<file path="src/rtl/adcsp_consts.svh">
/*
  Constants of the converter serial command port: command codes, register
  map limits, reset values, status layout and timeout counts.
  Assumes inclusion by rtl/adcsp_top.sv and by the bench.
*/
`ifndef ADCSP_CONSTS_SVH
`define ADCSP_CONSTS_SVH
`define ADCSP_CMD_RDDATA 3'h1
`define ADCSP_CMD_WRITE 3'h3
`define ADCSP_CMD_RESET 3'h6
`define ADCSP_LAST_ADDR 4'h9
`define ADCSP_ID_ADDR 4'h9
`define ADCSP_NREG 10
`define ADCSP_RST_CONV_CTL0 8'h0A
`define ADCSP_RST_CONV_CTL1 8'h83
`define ADCSP_RST_FIXED_SEL 8'h00
`define ADCSP_RST_PAIR_SCAN 8'h00
`define ADCSP_RST_SINGLE_SCAN_LO 8'hFF
`define ADCSP_RST_SINGLE_SCAN_HI 8'hFF
`define ADCSP_RST_MON_SCAN 8'h00
`define ADCSP_RST_PORT_DIR 8'hFF
`define ADCSP_RST_PORT_DATA 8'h00
`define ADCSP_STAT_BIT 1
`define ADCSP_TOSEL_BIT 6
`define ADCSP_TO_LONG_CYC 13'h1000
`define ADCSP_TO_SHORT_CYC 13'h0100
`define ADCSP_LEN_STAT 6'h20
`define ADCSP_LEN_NOSTAT 6'h18
`define ADCSP_POS_FS 24'h7FFFFF
`define ADCSP_NEG_FS 24'h800000
`define ADCSP_TAG_LAST_EXT 5'h17
`define ADCSP_TAG_OFFSET 5'h18
`define ADCSP_TAG_SUPPLY 5'h1A
`define ADCSP_TAG_REF 5'h1D
`endif

</file>
<file path="src/rtl/adcsp_pkg.sv">
/*
  Types of the converter serial command port.
  Assumes nothing of its surroundings.
*/
package adcsp_pkg;
  typedef enum logic [1:0] {st_cmd, st_write, st_read} adcsp_state_t;
  typedef struct packed {
    logic [23:0] data;
    logic overrange_flag;
    logic [4:0] tag;
  } adcsp_result_t;
endpackage

</file>
<file path="src/rtl/adcsp_top.sv">
/*
  Serial command port of a multi-channel converter with its result FIFO.
  Assumes a host that drives cs_n, sclk and din asynchronously to mclk,
  and conversion logic on mclk that offers results with valid and ready.
*/
// Overview of operation
// - Command code 011 starts a register write
// - Multi-access bit set writes successive registers
// - Low four command bits give start address
// - Eight rising edges after command form data
// - Multi-write increments address, ends after 09h
// - Reset command restores all configuration defaults
// - Result after reset command marked invalid
// - Readout is four or three bytes by stat
// - Status byte first, then data MSB first
// - Fresh flag set on update, cleared by read
// - Unread result is overwritten by newer one
// - Overrange sets flag and saturates the code
// - Status bit 5 mirrors low supply monitor
// - Status bits 4..0 carry channel tag
// - Result is 24-bit two's complement
// - Tags 00h-17h name external inputs
// - Tags 18h and 1Ah-1Dh name internal monitor readings
// - Command byte: code, multi bit, address
// - Code 110 is reset, rest ignored
// - Chip select high aborts, returns to idle
`timescale 1ns/1ps
`include "adcsp_consts.svh"

////////////////////////////////////////////////////////////////////////
// Result FIFO
module adcsp_fifo #(
  parameter int WIDTH = 30,
  parameter int DEPTH = 8
) (
  input wire logic mclk,
  input wire logic srst,
  input wire logic ce,
  input wire logic in_valid,
  output logic in_ready,
  input wire logic [WIDTH-1:0] in_data,
  output logic out_valid,
  input wire logic out_ready,
  output logic [WIDTH-1:0] out_data
);
  localparam int AW = $clog2(DEPTH);
  generate
    if (DEPTH < 2 || (1 << AW) != DEPTH) begin : g_bad_depth
      $error("FIFO depth must be a power of two");
    end
  endgenerate
  logic [WIDTH-1:0] mem [DEPTH];
  logic [AW:0] wptr, rptr, next_wptr, next_rptr;
  logic push, pop;

  // Full and empty from pointers with a wrap bit
  always_comb begin
    in_ready = (wptr ^ rptr) != {1'b1, {AW{1'b0}}};
    out_valid = wptr != rptr;
    push = in_valid && in_ready;
    pop = out_valid && out_ready;
    next_wptr = wptr + (AW+1)'(push);
    next_rptr = rptr + (AW+1)'(pop);
    out_data = mem[rptr[AW-1:0]];
  end

  // Pointer and storage update
  always_ff @(posedge mclk) begin
    if (srst) begin
      wptr <= '0;
      rptr <= '0;
    end else if (ce) begin
      wptr <= next_wptr;
      rptr <= next_rptr;
      if (push) begin
        mem[wptr[AW-1:0]] <= in_data;
      end
    end
  end
endmodule

////////////////////////////////////////////////////////////////////////
// Serial command port
module adcsp_top #(
  parameter logic [7:0] ID_VALUE = 8'h5A, // Arbitrary identification value
  parameter int FIFO_DEPTH = 8
) (
  input wire logic mclk,
  input wire logic srst,
  input wire logic ce,
  input wire logic cs_n,
  input wire logic sclk,
  input wire logic din,
  output logic dout,
  output logic dout_oe,
  input wire logic conv_valid,
  output logic conv_ready,
  input wire adcsp_pkg::adcsp_result_t conv_result,
  input wire logic supply_low,
  output logic result_ready_n,
  output logic result_invalid,
  output logic [`ADCSP_NREG-1:0][7:0] cfg_regs,
  output logic reset_cmd
);
  localparam logic [`ADCSP_NREG-1:0][7:0] CFG_DEF = {ID_VALUE, `ADCSP_RST_PORT_DATA,
    `ADCSP_RST_PORT_DIR, `ADCSP_RST_MON_SCAN, `ADCSP_RST_SINGLE_SCAN_HI, `ADCSP_RST_SINGLE_SCAN_LO,
    `ADCSP_RST_PAIR_SCAN, `ADCSP_RST_FIXED_SEL, `ADCSP_RST_CONV_CTL1, `ADCSP_RST_CONV_CTL0};

  ////////////////////////////////////////////////////////////////////////
  // Pin synchronisers: a change counts once stages two and three agree
  logic [2:0] s1, s2, s3, pin, next_pin;
  logic cs_c, sclk_rise, sclk_fall, din_c;
  always_comb begin
    next_pin = pin;
    for (int i = 0; i < 3; i++) begin
      if (s2[i] == s3[i]) begin
        next_pin[i] = s3[i];
      end
    end
    cs_c = pin[2];
    din_c = pin[0];
    sclk_rise = !pin[1] && next_pin[1];
    sclk_fall = pin[1] && !next_pin[1];
  end
  always_ff @(posedge mclk) begin
    if (srst) begin
      s1 <= 3'h4;
      s2 <= 3'h4;
      s3 <= 3'h4;
      pin <= 3'h4;
    end else if (ce) begin
      s1 <= {cs_n, sclk, din};
      s2 <= s1;
      s3 <= s2;
      pin <= next_pin;
    end
  end

  ////////////////////////////////////////////////////////////////////////
  // Serial command state
  adcsp_pkg::adcsp_state_t state, next_state;
  logic [2:0] bits, next_bits;
  logic [7:0] shin, next_shin, wr_byte;
  logic [3:0] addr, next_addr;
  logic multi_access_bit, next_multi_access_bit, wr_en, rd_start, timeout;
  logic [31:0] shout, next_shout;
  logic [5:0] rdcnt, next_rdcnt;
  logic [12:0] tocnt, next_tocnt, to_lim;
  logic stat_en, fresh, overrange_flag, invalid_pend;
  logic [23:0] data;
  logic [4:0] tag;
  logic [7:0] status;

  always_comb begin
    stat_en = cfg_regs[0][`ADCSP_STAT_BIT];
    status = {fresh, overrange_flag, supply_low, tag};
    to_lim = cfg_regs[0][`ADCSP_TOSEL_BIT] ? `ADCSP_TO_SHORT_CYC : `ADCSP_TO_LONG_CYC;
    timeout = tocnt == to_lim - 13'h0001;
    wr_byte = {shin[6:0], din_c};
    next_state = state;
    next_bits = bits;
    next_shin = shin;
    next_addr = addr;
    next_multi_access_bit = multi_access_bit;
    next_shout = shout;
    next_rdcnt = rdcnt;
    next_tocnt = (sclk_rise || sclk_fall) ? 13'h0000 : tocnt + 13'h0001;
    wr_en = 1'b0;
    reset_cmd = 1'b0;
    rd_start = 1'b0;
    if (cs_c || timeout) begin
      // Deselect or idle clock aborts any transfer
      next_state = adcsp_pkg::st_cmd;
      next_bits = 3'h0;
      next_tocnt = 13'h0000;
      next_shout = '0;
    end else begin
      if (sclk_rise && state != adcsp_pkg::st_read) begin
        next_bits = bits + 3'h1;
        next_shin = wr_byte;
      end
      unique case (state)
        adcsp_pkg::st_cmd: begin
          if (sclk_rise && bits == 3'h7) begin
            // Decode code, multi bit and address of the command byte
            next_addr = wr_byte[3:0];
            next_multi_access_bit = wr_byte[4];
            if (wr_byte[7:5] == `ADCSP_CMD_WRITE) begin
              next_state = adcsp_pkg::st_write;
            end else if (wr_byte[7:5] == `ADCSP_CMD_RESET) begin
              reset_cmd = 1'b1;
            end else if (wr_byte[7:5] == `ADCSP_CMD_RDDATA) begin
              next_state = adcsp_pkg::st_read;
              next_rdcnt = 6'h00;
            end
          end
        end
        adcsp_pkg::st_write: begin
          if (sclk_rise && bits == 3'h7) begin
            // One whole byte per register, then step or finish
            wr_en = addr != `ADCSP_ID_ADDR && addr < `ADCSP_LAST_ADDR;
            if (multi_access_bit && addr < `ADCSP_LAST_ADDR) begin
              next_addr = addr + 4'h1;
            end else begin
              next_state = adcsp_pkg::st_cmd;
            end
          end
        end
        adcsp_pkg::st_read: begin
          if (sclk_fall) begin
            if (rdcnt == 6'h00) begin
              // Snapshot status and result, MSB first
              rd_start = 1'b1;
              next_shout = stat_en ? {status, data} : {data, 8'h00};
              next_rdcnt = stat_en ? `ADCSP_LEN_STAT : `ADCSP_LEN_NOSTAT;
            end else if (rdcnt == 6'h01) begin
              next_state = adcsp_pkg::st_cmd;
              next_shout = '0;
            end else begin
              next_shout = {shout[30:0], 1'b0};
              next_rdcnt = rdcnt - 6'h01;
            end
          end
        end
      endcase
    end
  end

  // Command state registers; data out is meaningless during command byte
  always_ff @(posedge mclk) begin
    if (srst) begin
      state <= adcsp_pkg::st_cmd;
      bits <= 3'h0;
      shin <= 8'h00;
      addr <= 4'h0;
      multi_access_bit <= 1'b0;
      shout <= '0;
      rdcnt <= 6'h00;
      tocnt <= 13'h0000;
    end else if (ce) begin
      state <= next_state;
      bits <= next_bits;
      shin <= next_shin;
      addr <= next_addr;
      multi_access_bit <= next_multi_access_bit;
      shout <= next_shout;
      rdcnt <= next_rdcnt;
      tocnt <= next_tocnt;
    end
  end

  // Data out is released whenever chip select is high
  always_comb begin
    dout = shout[31];
    dout_oe = !cs_c;
  end

  ////////////////////////////////////////////////////////////////////////
  // Configuration registers
  logic [`ADCSP_NREG-1:0][7:0] next_cfg;
  always_comb begin
    next_cfg = cfg_regs;
    if (reset_cmd) begin
      next_cfg = CFG_DEF;
    end else if (wr_en) begin
      next_cfg[addr] = wr_byte;
    end
  end
  always_ff @(posedge mclk) begin
    if (srst) begin
      cfg_regs <= CFG_DEF;
    end else if (ce) begin
      cfg_regs <= next_cfg;
    end
  end

  ////////////////////////////////////////////////////////////////////////
  // Result register fed from the FIFO; stalls while a readout runs
  adcsp_pkg::adcsp_result_t fifo_out;
  logic fifo_valid, drain, upd;
  logic [23:0] next_data;
  logic [4:0] next_tag;
  logic next_fresh, next_overrange_flag, next_inv, next_pend;

  adcsp_fifo #(.WIDTH(30), .DEPTH(FIFO_DEPTH)) u_fifo (
    .mclk(mclk),
    .srst(srst),
    .ce(ce),
    .in_valid(conv_valid),
    .in_ready(conv_ready),
    .in_data(conv_result),
    .out_valid(fifo_valid),
    .out_ready(drain),
    .out_data(fifo_out)
  );

  always_comb begin
    drain = state != adcsp_pkg::st_read;
    upd = fifo_valid && drain;
    next_data = data;
    next_tag = tag;
    next_overrange_flag = overrange_flag;
    next_inv = result_invalid;
    next_pend = invalid_pend;
    next_fresh = fresh;
    if (rd_start) begin
      next_fresh = 1'b0;
    end
    if (upd) begin
      // Newest result replaces an unread one; set wins over clear
      next_fresh = 1'b1;
      next_data = fifo_out.data;
      if (fifo_out.overrange_flag) begin
        next_data = fifo_out.data[23] ? `ADCSP_NEG_FS : `ADCSP_POS_FS;
      end
      next_tag = fifo_out.tag;
      next_overrange_flag = fifo_out.overrange_flag;
      next_inv = invalid_pend;
      next_pend = 1'b0;
    end
    if (reset_cmd) begin
      next_pend = 1'b1;
    end
  end
  always_ff @(posedge mclk) begin
    if (srst) begin
      data <= 24'h000000;
      tag <= 5'h00;
      overrange_flag <= 1'b0;
      fresh <= 1'b0;
      result_invalid <= 1'b0;
      invalid_pend <= 1'b0;
    end else if (ce) begin
      data <= next_data;
      tag <= next_tag;
      overrange_flag <= next_overrange_flag;
      fresh <= next_fresh;
      result_invalid <= next_inv;
      invalid_pend <= next_pend;
    end
  end
  assign result_ready_n = !fresh;
endmodule

</file>
<file path="config.mk">
export PLATFORM = sky130hd
export DESIGN_NAME = adcsp_top
export DESIGN_NICKNAME = d
export VERILOG_FILES = /design/src/rtl/adcsp_pkg.sv /design/src/rtl/adcsp_top.sv
export VERILOG_INCLUDE_DIRS = /design/src /design/src/rtl
export SDC_FILE = /design/constraint.sdc
export NUM_CORES = 1
export LEC_CHECK = 0
export ABC_CLOCK_PERIOD_IN_PS = 9500
export BUFFER_PORTS_ARGS = -buffer_cell sky130_fd_sc_hd__buf_2
export CORE_MARGIN = 3
export CORE_UTILIZATION = 49
export DETAILED_ROUTE_END_ITERATION = 10
export PLACE_DENSITY = 0.67
export SYNTH_ARGS = -nofsm -noshare
export SYNTH_HDL_FRONTEND = slang
export SYNTH_SLANG_ARGS = --single-unit
</file>
<file path="constraint.sdc">
create_clock -name mclk -period 9.5 [get_ports mclk]
set_input_delay 0.475 -clock mclk [delete_from_list [all_inputs] [get_ports mclk]]
set_output_delay 0.475 -clock mclk [all_outputs]
set_load 0.05 [all_outputs]
</file>
==> results of run 1 <==
-- area by class of cell --
type | instances | share of cell area (%)
Inverter | 37 | 0.678
Sequential cell | 444 | 55.2
Clock buffer | 63 | 6.54
Clock inverter | 23 | 1.67
Multi-Input combinational cell | 720 | 29.8
Timing Repair Buffer | 132 | 3.35
Tap cell | 461 | 2.82
-- kinds of logic after synthesis --
logic type / synth area share (%)
DFF: 63.5
and+or+nand+nor: 8.29
AOI/OAI and AO/OA: 10.7
muxes: 13.1
buffers and inverters: 2.59
adders and majority gates: 1.34
xor gates and xnor gates: 0.492
-- state kept, by name, indices dropped and copies added, names as in the netlist, 4 cells and up, named ones only --
name         flops
rdcnt            6
addr             4
u_fifo.rptr      4
data            24
tag              5
tocnt           13
shin             7
u_fifo.wptr      4
cfg_regs        80
u_fifo.mem     240
shout           32
-- worst max-delay path: stages, from the launching register on --
cell and delay (ns):
dfxtp_1 0.41, a21o_1 0.13, o21ai_0 0.11, inv_1 0.08
ha_1 0.25, and3_1 0.25, nand3_1 0.29, a21oi_1 0.78
buf_2 0.40
-- power by group --
part	internal (uW)	leakage [uW]	switching [uW]	total, uW
clock network	1190	0.000825	755	1940
logic	126	0.00267	136	261
registers	2050	0.00381	39.5	2090
total	3370	0.00731	930	4300
-- worst max-delay path by stage --
stage	from	end	slack, ns
finish	pin[1]$_SDFFE_PP0P_	reset_cmd	5.76
global route	pin[1]$_SDFFE_PP0P_	reset_cmd	5.59
CTS	pin[1]$_SDFFE_PP0P_	reset_cmd	5.77
detailed placement	flip-flop	data[22]$_SDFFE_PP0P_	6.06
global placement	flip-flop	data[22]$_SDFFE_PP0P_	6.11
floorplan	u_fifo.wptr[1]$_SDFFE_PP0P_	u_fifo.mem[0][0]$_DFFE_PP_	5.53
-- placed cells by master, fill, tap and decap left out, types with 12 or more instances in the layout --
cell type | netlist | routed
edfxtp_1 | 240 | 240
dfxtp_1 | 204 | 201
buf_2 | 23 | 122
mux2i_1 | 94 | 94
nand2_1 | 90 | 90
a22o_1 | 77 | 77
nor2_1 | 82 | 76
mux4_2 | 60 | 60
clkbuf_16 | 0 | 49
o21ai_0 | 40 | 39
inv_1 | 37 | 37
a21oi_1 | 29 | 29
nand2b_1 | 23 | 23
ha_1 | 19 | 19
o32ai_1 | 18 | 18
a22oi_1 | 14 | 14
nor3_1 | 15 | 12
a211oi_1 | 12 | 12
-- stage by stage --
stage | cells | instance area, um2 | utilization (%) | worst slack (ns)
floorplan | 1268 | 17800 | - | 5.53
global placement | 1794 | 18800 | 52.7 | 6.11
detailed placement | 1794 | 18800 | 52.7 | 6.06
CTS | 1880 | 20500 | 57.4 | 5.77
global route | 1880 | 20500 | 57.4 | 5.59
finish | 1880 | 20500 | 57.4 | 5.76
-- per-layer routing --
layer | vias to the layer above | global-route usage [%] | part of all wire [%]
met2 | 257 | 32.0 | 48
met4 | 2 | 4.81 | 1.8
met3 | 58 | 3.54 | 4.9
li1 | 5093 | - | -
met1 | 5363 | 26.7 | 45
met5 | - | 0 | 0.035
==> flow_summary.ini, run 1 <==
[cells_and_area]
area_delta_synth_final_pct = 15.1
seqCellArea_um2 = 11300
antenna_cells = 0
nets = 1438
nFillCells = 2845
multi_input_area_um2 = 6100
final_layout_size_suffix_gt1_share_pct = 22.3

[sta]
fin_worst_skew_ns = 0.0247
tns_ns = 0
max_freq_mhz = 267
finalCriticalPeriod_ns = 3.74
hold_ws_ns = 0.134
worst_slew_pin_slew_ns = 1.11
period_share_pct = 39.4
relSlewSlack_pct = 25.7
finalMaxSlewViolations = 0
finalHoldViolations = 0
final-setup-viol-count = 0
rsz0062_at_grt = false

[worst_setup_path]
startpoint_type = flip-flop
ff2ff_setup_slack_ns = 6.10
r2r_cells = 6
crit_fanout = 9
r2r-end = data[22]$_SDFFE_PP0P_
arrival_ns = 3.27
crit_required_ns = 9.03
crit_type = flip-flop to output port
critPathCaptureType = output port

[global_route]
grt_pass1_wl_mm = 60.0
first_global_vias = 10600
grt_max_degree = 66
grt_usage_pct = 19.3
antenna_found_initial = 2
grt_overflow = 0

[logic_synthesis]
synth_top_area_share_pct = 40.5
synth-edff-count = 240
synth_flop_cell = edfxtp_1
ys_warn_count = 0
ys_top_cells_by_area = edfxtp_1 41%, dfxtp_1 23%, mux4_2 7.6%
synth_area_leader_cell = edfxtp_1
syn_inst = 1268
synth_cell_types = 80
synth-seq-cells = 444
synth_area_per_cell_um2 = 14.0
syn_nets = 1325
yosysMostFrequentCell = edfxtp_1
synthTopCellsByCount = 240 x edfxtp_1, 204 x dfxtp_1, 94 x mux2i_1
async_flop_share_pct = 0
synth-seq-area-share_pct = 63.5
syn_area_um2 = 17800

[pwr]
peakVddDrop_uv = 172
p_per_area_nw_per_um2 = 210
p_leak_uw = 0.00731
total_power_uw = 4300

[floorplan]
initial_core_util_pct = 49.9
row_count = 69
coreArea_um2 = 35700
die_h_um = 197
dieArea_um2 = 38600
io_pins = 124
dieWidth_um = 197

[cts]
cts_hold_buf = 0
cts_inserted_buffers = 46
clk_pin_slew_ns = 0.06
h-tree-depth = 2
clock_latency_ns = 0.56
cts_root_buf = clkbuf_16
clk_path_buf_depth = 3
cts.sinks = 444
postCtsSetupBuffers = 0
cts_resized = 0
cts_tree = yes

[run_status]
outcome = complete, no violations

[place]
dp.final_hpwl_mm = 23.2
gp_congestion = 0.805
io_buffers = 123

[detailed_routing]
drcViolationCount = 0
drtAntennaViolNets = 0
first_iter_violations = 571
wl_per_cell_um = 19.9
via_per_inst = 5.73
drt-pass1-iter-count = 5
num_vias = 10800
routed_wl_mm = 37.3

[worst_hold_path]
holdCritStartpoint = cs_n
min_path_cells = 2
hp-class = primary input to flip-flop
whs_endpoint = s1[2]$_SDFFE_PP1P_

[flow_run]
cap_violations = 0
No activity file was read; power rests on OpenSTA's default activity.
==> inputs of run 2 (changes only) <==
--- a/config.mk
+++ b/config.mk
@@ -6,12 +6,12 @@
 export SDC_FILE = /design/constraint.sdc
 export NUM_CORES = 1
 export LEC_CHECK = 0
-export ABC_CLOCK_PERIOD_IN_PS = 9500
+export ABC_CLOCK_PERIOD_IN_PS = 3400
 export BUFFER_PORTS_ARGS = -buffer_cell sky130_fd_sc_hd__buf_2
 export CORE_MARGIN = 3
 export CORE_UTILIZATION = 49
 export DETAILED_ROUTE_END_ITERATION = 10
-export PLACE_DENSITY = 0.67
+export PLACE_DENSITY = 0.69
 export SYNTH_ARGS = -nofsm -noshare
 export SYNTH_HDL_FRONTEND = slang
 export SYNTH_SLANG_ARGS = --single-unit
==> constraint.sdc (replaced) <==
create_clock -name mclk -period 3.4 [get_ports mclk]
set_input_delay 0.17 -clock mclk [delete_from_list [all_inputs] [get_ports mclk]]
set_output_delay 0.17 -clock mclk [all_outputs]
set_load 0.05 [all_outputs]
==> flow_summary.ini, run 2 (synthesis gave the netlist of run 1 again) <==
[detailed_routing]
routed_wl_mm = 38.5
wl_per_cell_um = 20.0
drtAntennaViolNets = 0
via_per_inst = 5.74
num_vias = 11100
drcViolationCount = 0
drt-pass1-iter-count = 5
first_iter_violations = 709

[worst_setup_path]
max_stage_delay_ns = 0.39
slowest_stage = dfxtp_1
cpLargestDelayFamily = simple AND/OR/NAND/NOR gates
crit_type = flip-flop to output port
ff2ff_setup_slack_ns = 0.53
arrival_ns = 2.79
startpoint_type = flip-flop
critPathCaptureType = output port
crit_chain = a21o_1, o21ai_0, inv_1, ha_1, and3_1, nand3_1, a21oi_1, buf_4, buf_2
crit_start = pin[1]$_SDFFE_PP0P_
crit_required_ns = 3.23
r2r-end = cfg_regs[53]$_SDFFE_PP0P_
crit_fanout = 9
cp.depth = 9
reg2reg_from = pin[1]$_SDFFE_PP0P_
r2r_cells = 9
cp_num_buf_inv = 3

[global_route]
grt_usage_pct = 19.7
antenna_found_initial = 0
grt_overflow = 0
first_global_vias = 11000
grt_max_degree = 54
grt_pass1_wl_mm = 60.8

[cts]
cts_root_buf = clkbuf_16
postCtsSetupBuffers = 0
h-tree-depth = 2
cts_tree = yes
clock_latency_ns = 0.56
clk_path_buf_depth = 3
cts_inserted_buffers = 44
cts.sinks = 444
clk_pin_slew_ns = 0.06

[sta]
fin_worst_skew_ns = 0.0195
max_freq_mhz = 338
finalMaxSlewViolations = 0
final-setup-viol-count = 0
finalCriticalPeriod_ns = 2.96
rsz0062_at_grt = false
finalWorstSetupSlack_ns = 0.441
period_share_pct = 87.0
finalHoldViolations = 0
hold_ws_ns = 0.0263
relSlewSlack_pct = 51.5
worst_slew_pin_slew_ns = 0.727

[cells_and_area]
nFillCells = 2786
layout_commonest_cell = edfxtp_1
final_layout_size_suffix_gt1_share_pct = 21.9
final_util_pct = 58.0
nets = 1487
final_cell_mix = 240 x edfxtp_1, 201 x dfxtp_1, 122 x buf_2
antenna_cells = 0
largest_register_ffs = 240
area_delta_synth_final_pct = 16.3

[worst_hold_path]
holdCritStartpoint = ce
min_path_cells = 3
whs_endpoint = s2[1]$_SDFFE_PP0P_
hp-class = primary input to flip-flop

[place]
io_buffers = 123
post-place-ws_ns = 0.642
gp_congestion = 0.832
dp.final_hpwl_mm = 24.0

[floorplan]
die_h_um = 197
initial_core_util_pct = 49.9
coreArea_um2 = 35700
row_count = 69
io_pins = 124
dieArea_um2 = 38600
dieWidth_um = 197

[flow_run]
cap_violations = 0

[pwr]
p_per_area_nw_per_um2 = 548
peakVddDrop_uv = 589
p_leak_uw = 0.00740

[run_status]
outcome = complete, no violations
[run 2: cell types whose count changed in the layout (fill, tap and decap cells not counted), sizes merged]
| cell | change |
|---|---|
| dlygate4sd3 | +34 |
| buf | +17 |
| clkbuf | -6 |
| bufinv | -4 |
| clkinv | +3 |
| clkinvlp | +3 |
| inv | -2 |
[run 2: where the power goes]
| part | total [uW] | switching (uW) | internal, uW |
|---|---|---|---|
| registers | 5860 | 118 | 5740 |
| logic | 771 | 374 | 397 |
| clock network | 4710 | 2010 | 2700 |
[run 2: worst max-delay path by stage]
stage / to / slack (ns)
6_report: reset_cmd / 0.44
5_1_grt: reset_cmd / 0.27
4_1_cts: reset_cmd / 0.44
3_5_place_dp: cfg_regs[26]$_SDFFE_PP0P_ / 0.64
3_3_place_gp: cfg_regs[24]$_SDFFE_PP0P_ / 0.73
2_1_floorplan: u_fifo.mem[0][0]$_DFFE_PP_ / -0.57
[run 2: worst min-delay path, delay by kind of cell]
kind | cells | cell delay [ns]
buffers and inverters | 1 | 0.19
and+or+nand+nor | 1 | 0.08
muxes | 1 | 0.10
[run 2: layout make-up]
type	instances	area, um2	area share (%)
multi-input cells	720	6100	29.5
inverters	37	139	0.672
repair buffers	183	1170	5.64
clock buffers	57	1180	5.71
clock inverters	23	220	1.07
well taps	461	577	2.79
flip-flops and latches	444	11300	54.6
[run 2: through the flow]
step	total power [uW]	setup TNS, ns	instance area, um2	std cells
6_report	11300	0	20700	1925
5_1_grt	11700	0	20700	1925
4_1_cts	11400	0	20700	1925
3_5_place_dp	6720	0	18900	1811
3_3_place_gp	6700	0	18900	1811
2_1_floorplan	6500	-34.30	17800	1268
[run 2: per-layer routing]
layer | global-route usage (%) | routed length (um) | vias up
li1 | - | - | 5198
met1 | 27.3 | 17100 | 5477
met2 | 32.7 | 18400 | 313
met3 | 3.16 | 2090 | 63
met4 | 5.60 | 845 | 0
met5 | 0 | 0 | -
[run 2: timing repair]
| action | in CTS | in global routing |
|---|---|---|
| resized for setup | 0 | 0 |
| hold buffers | 34 | 0 |
| hold endpoints to repair | 244 | 0 |
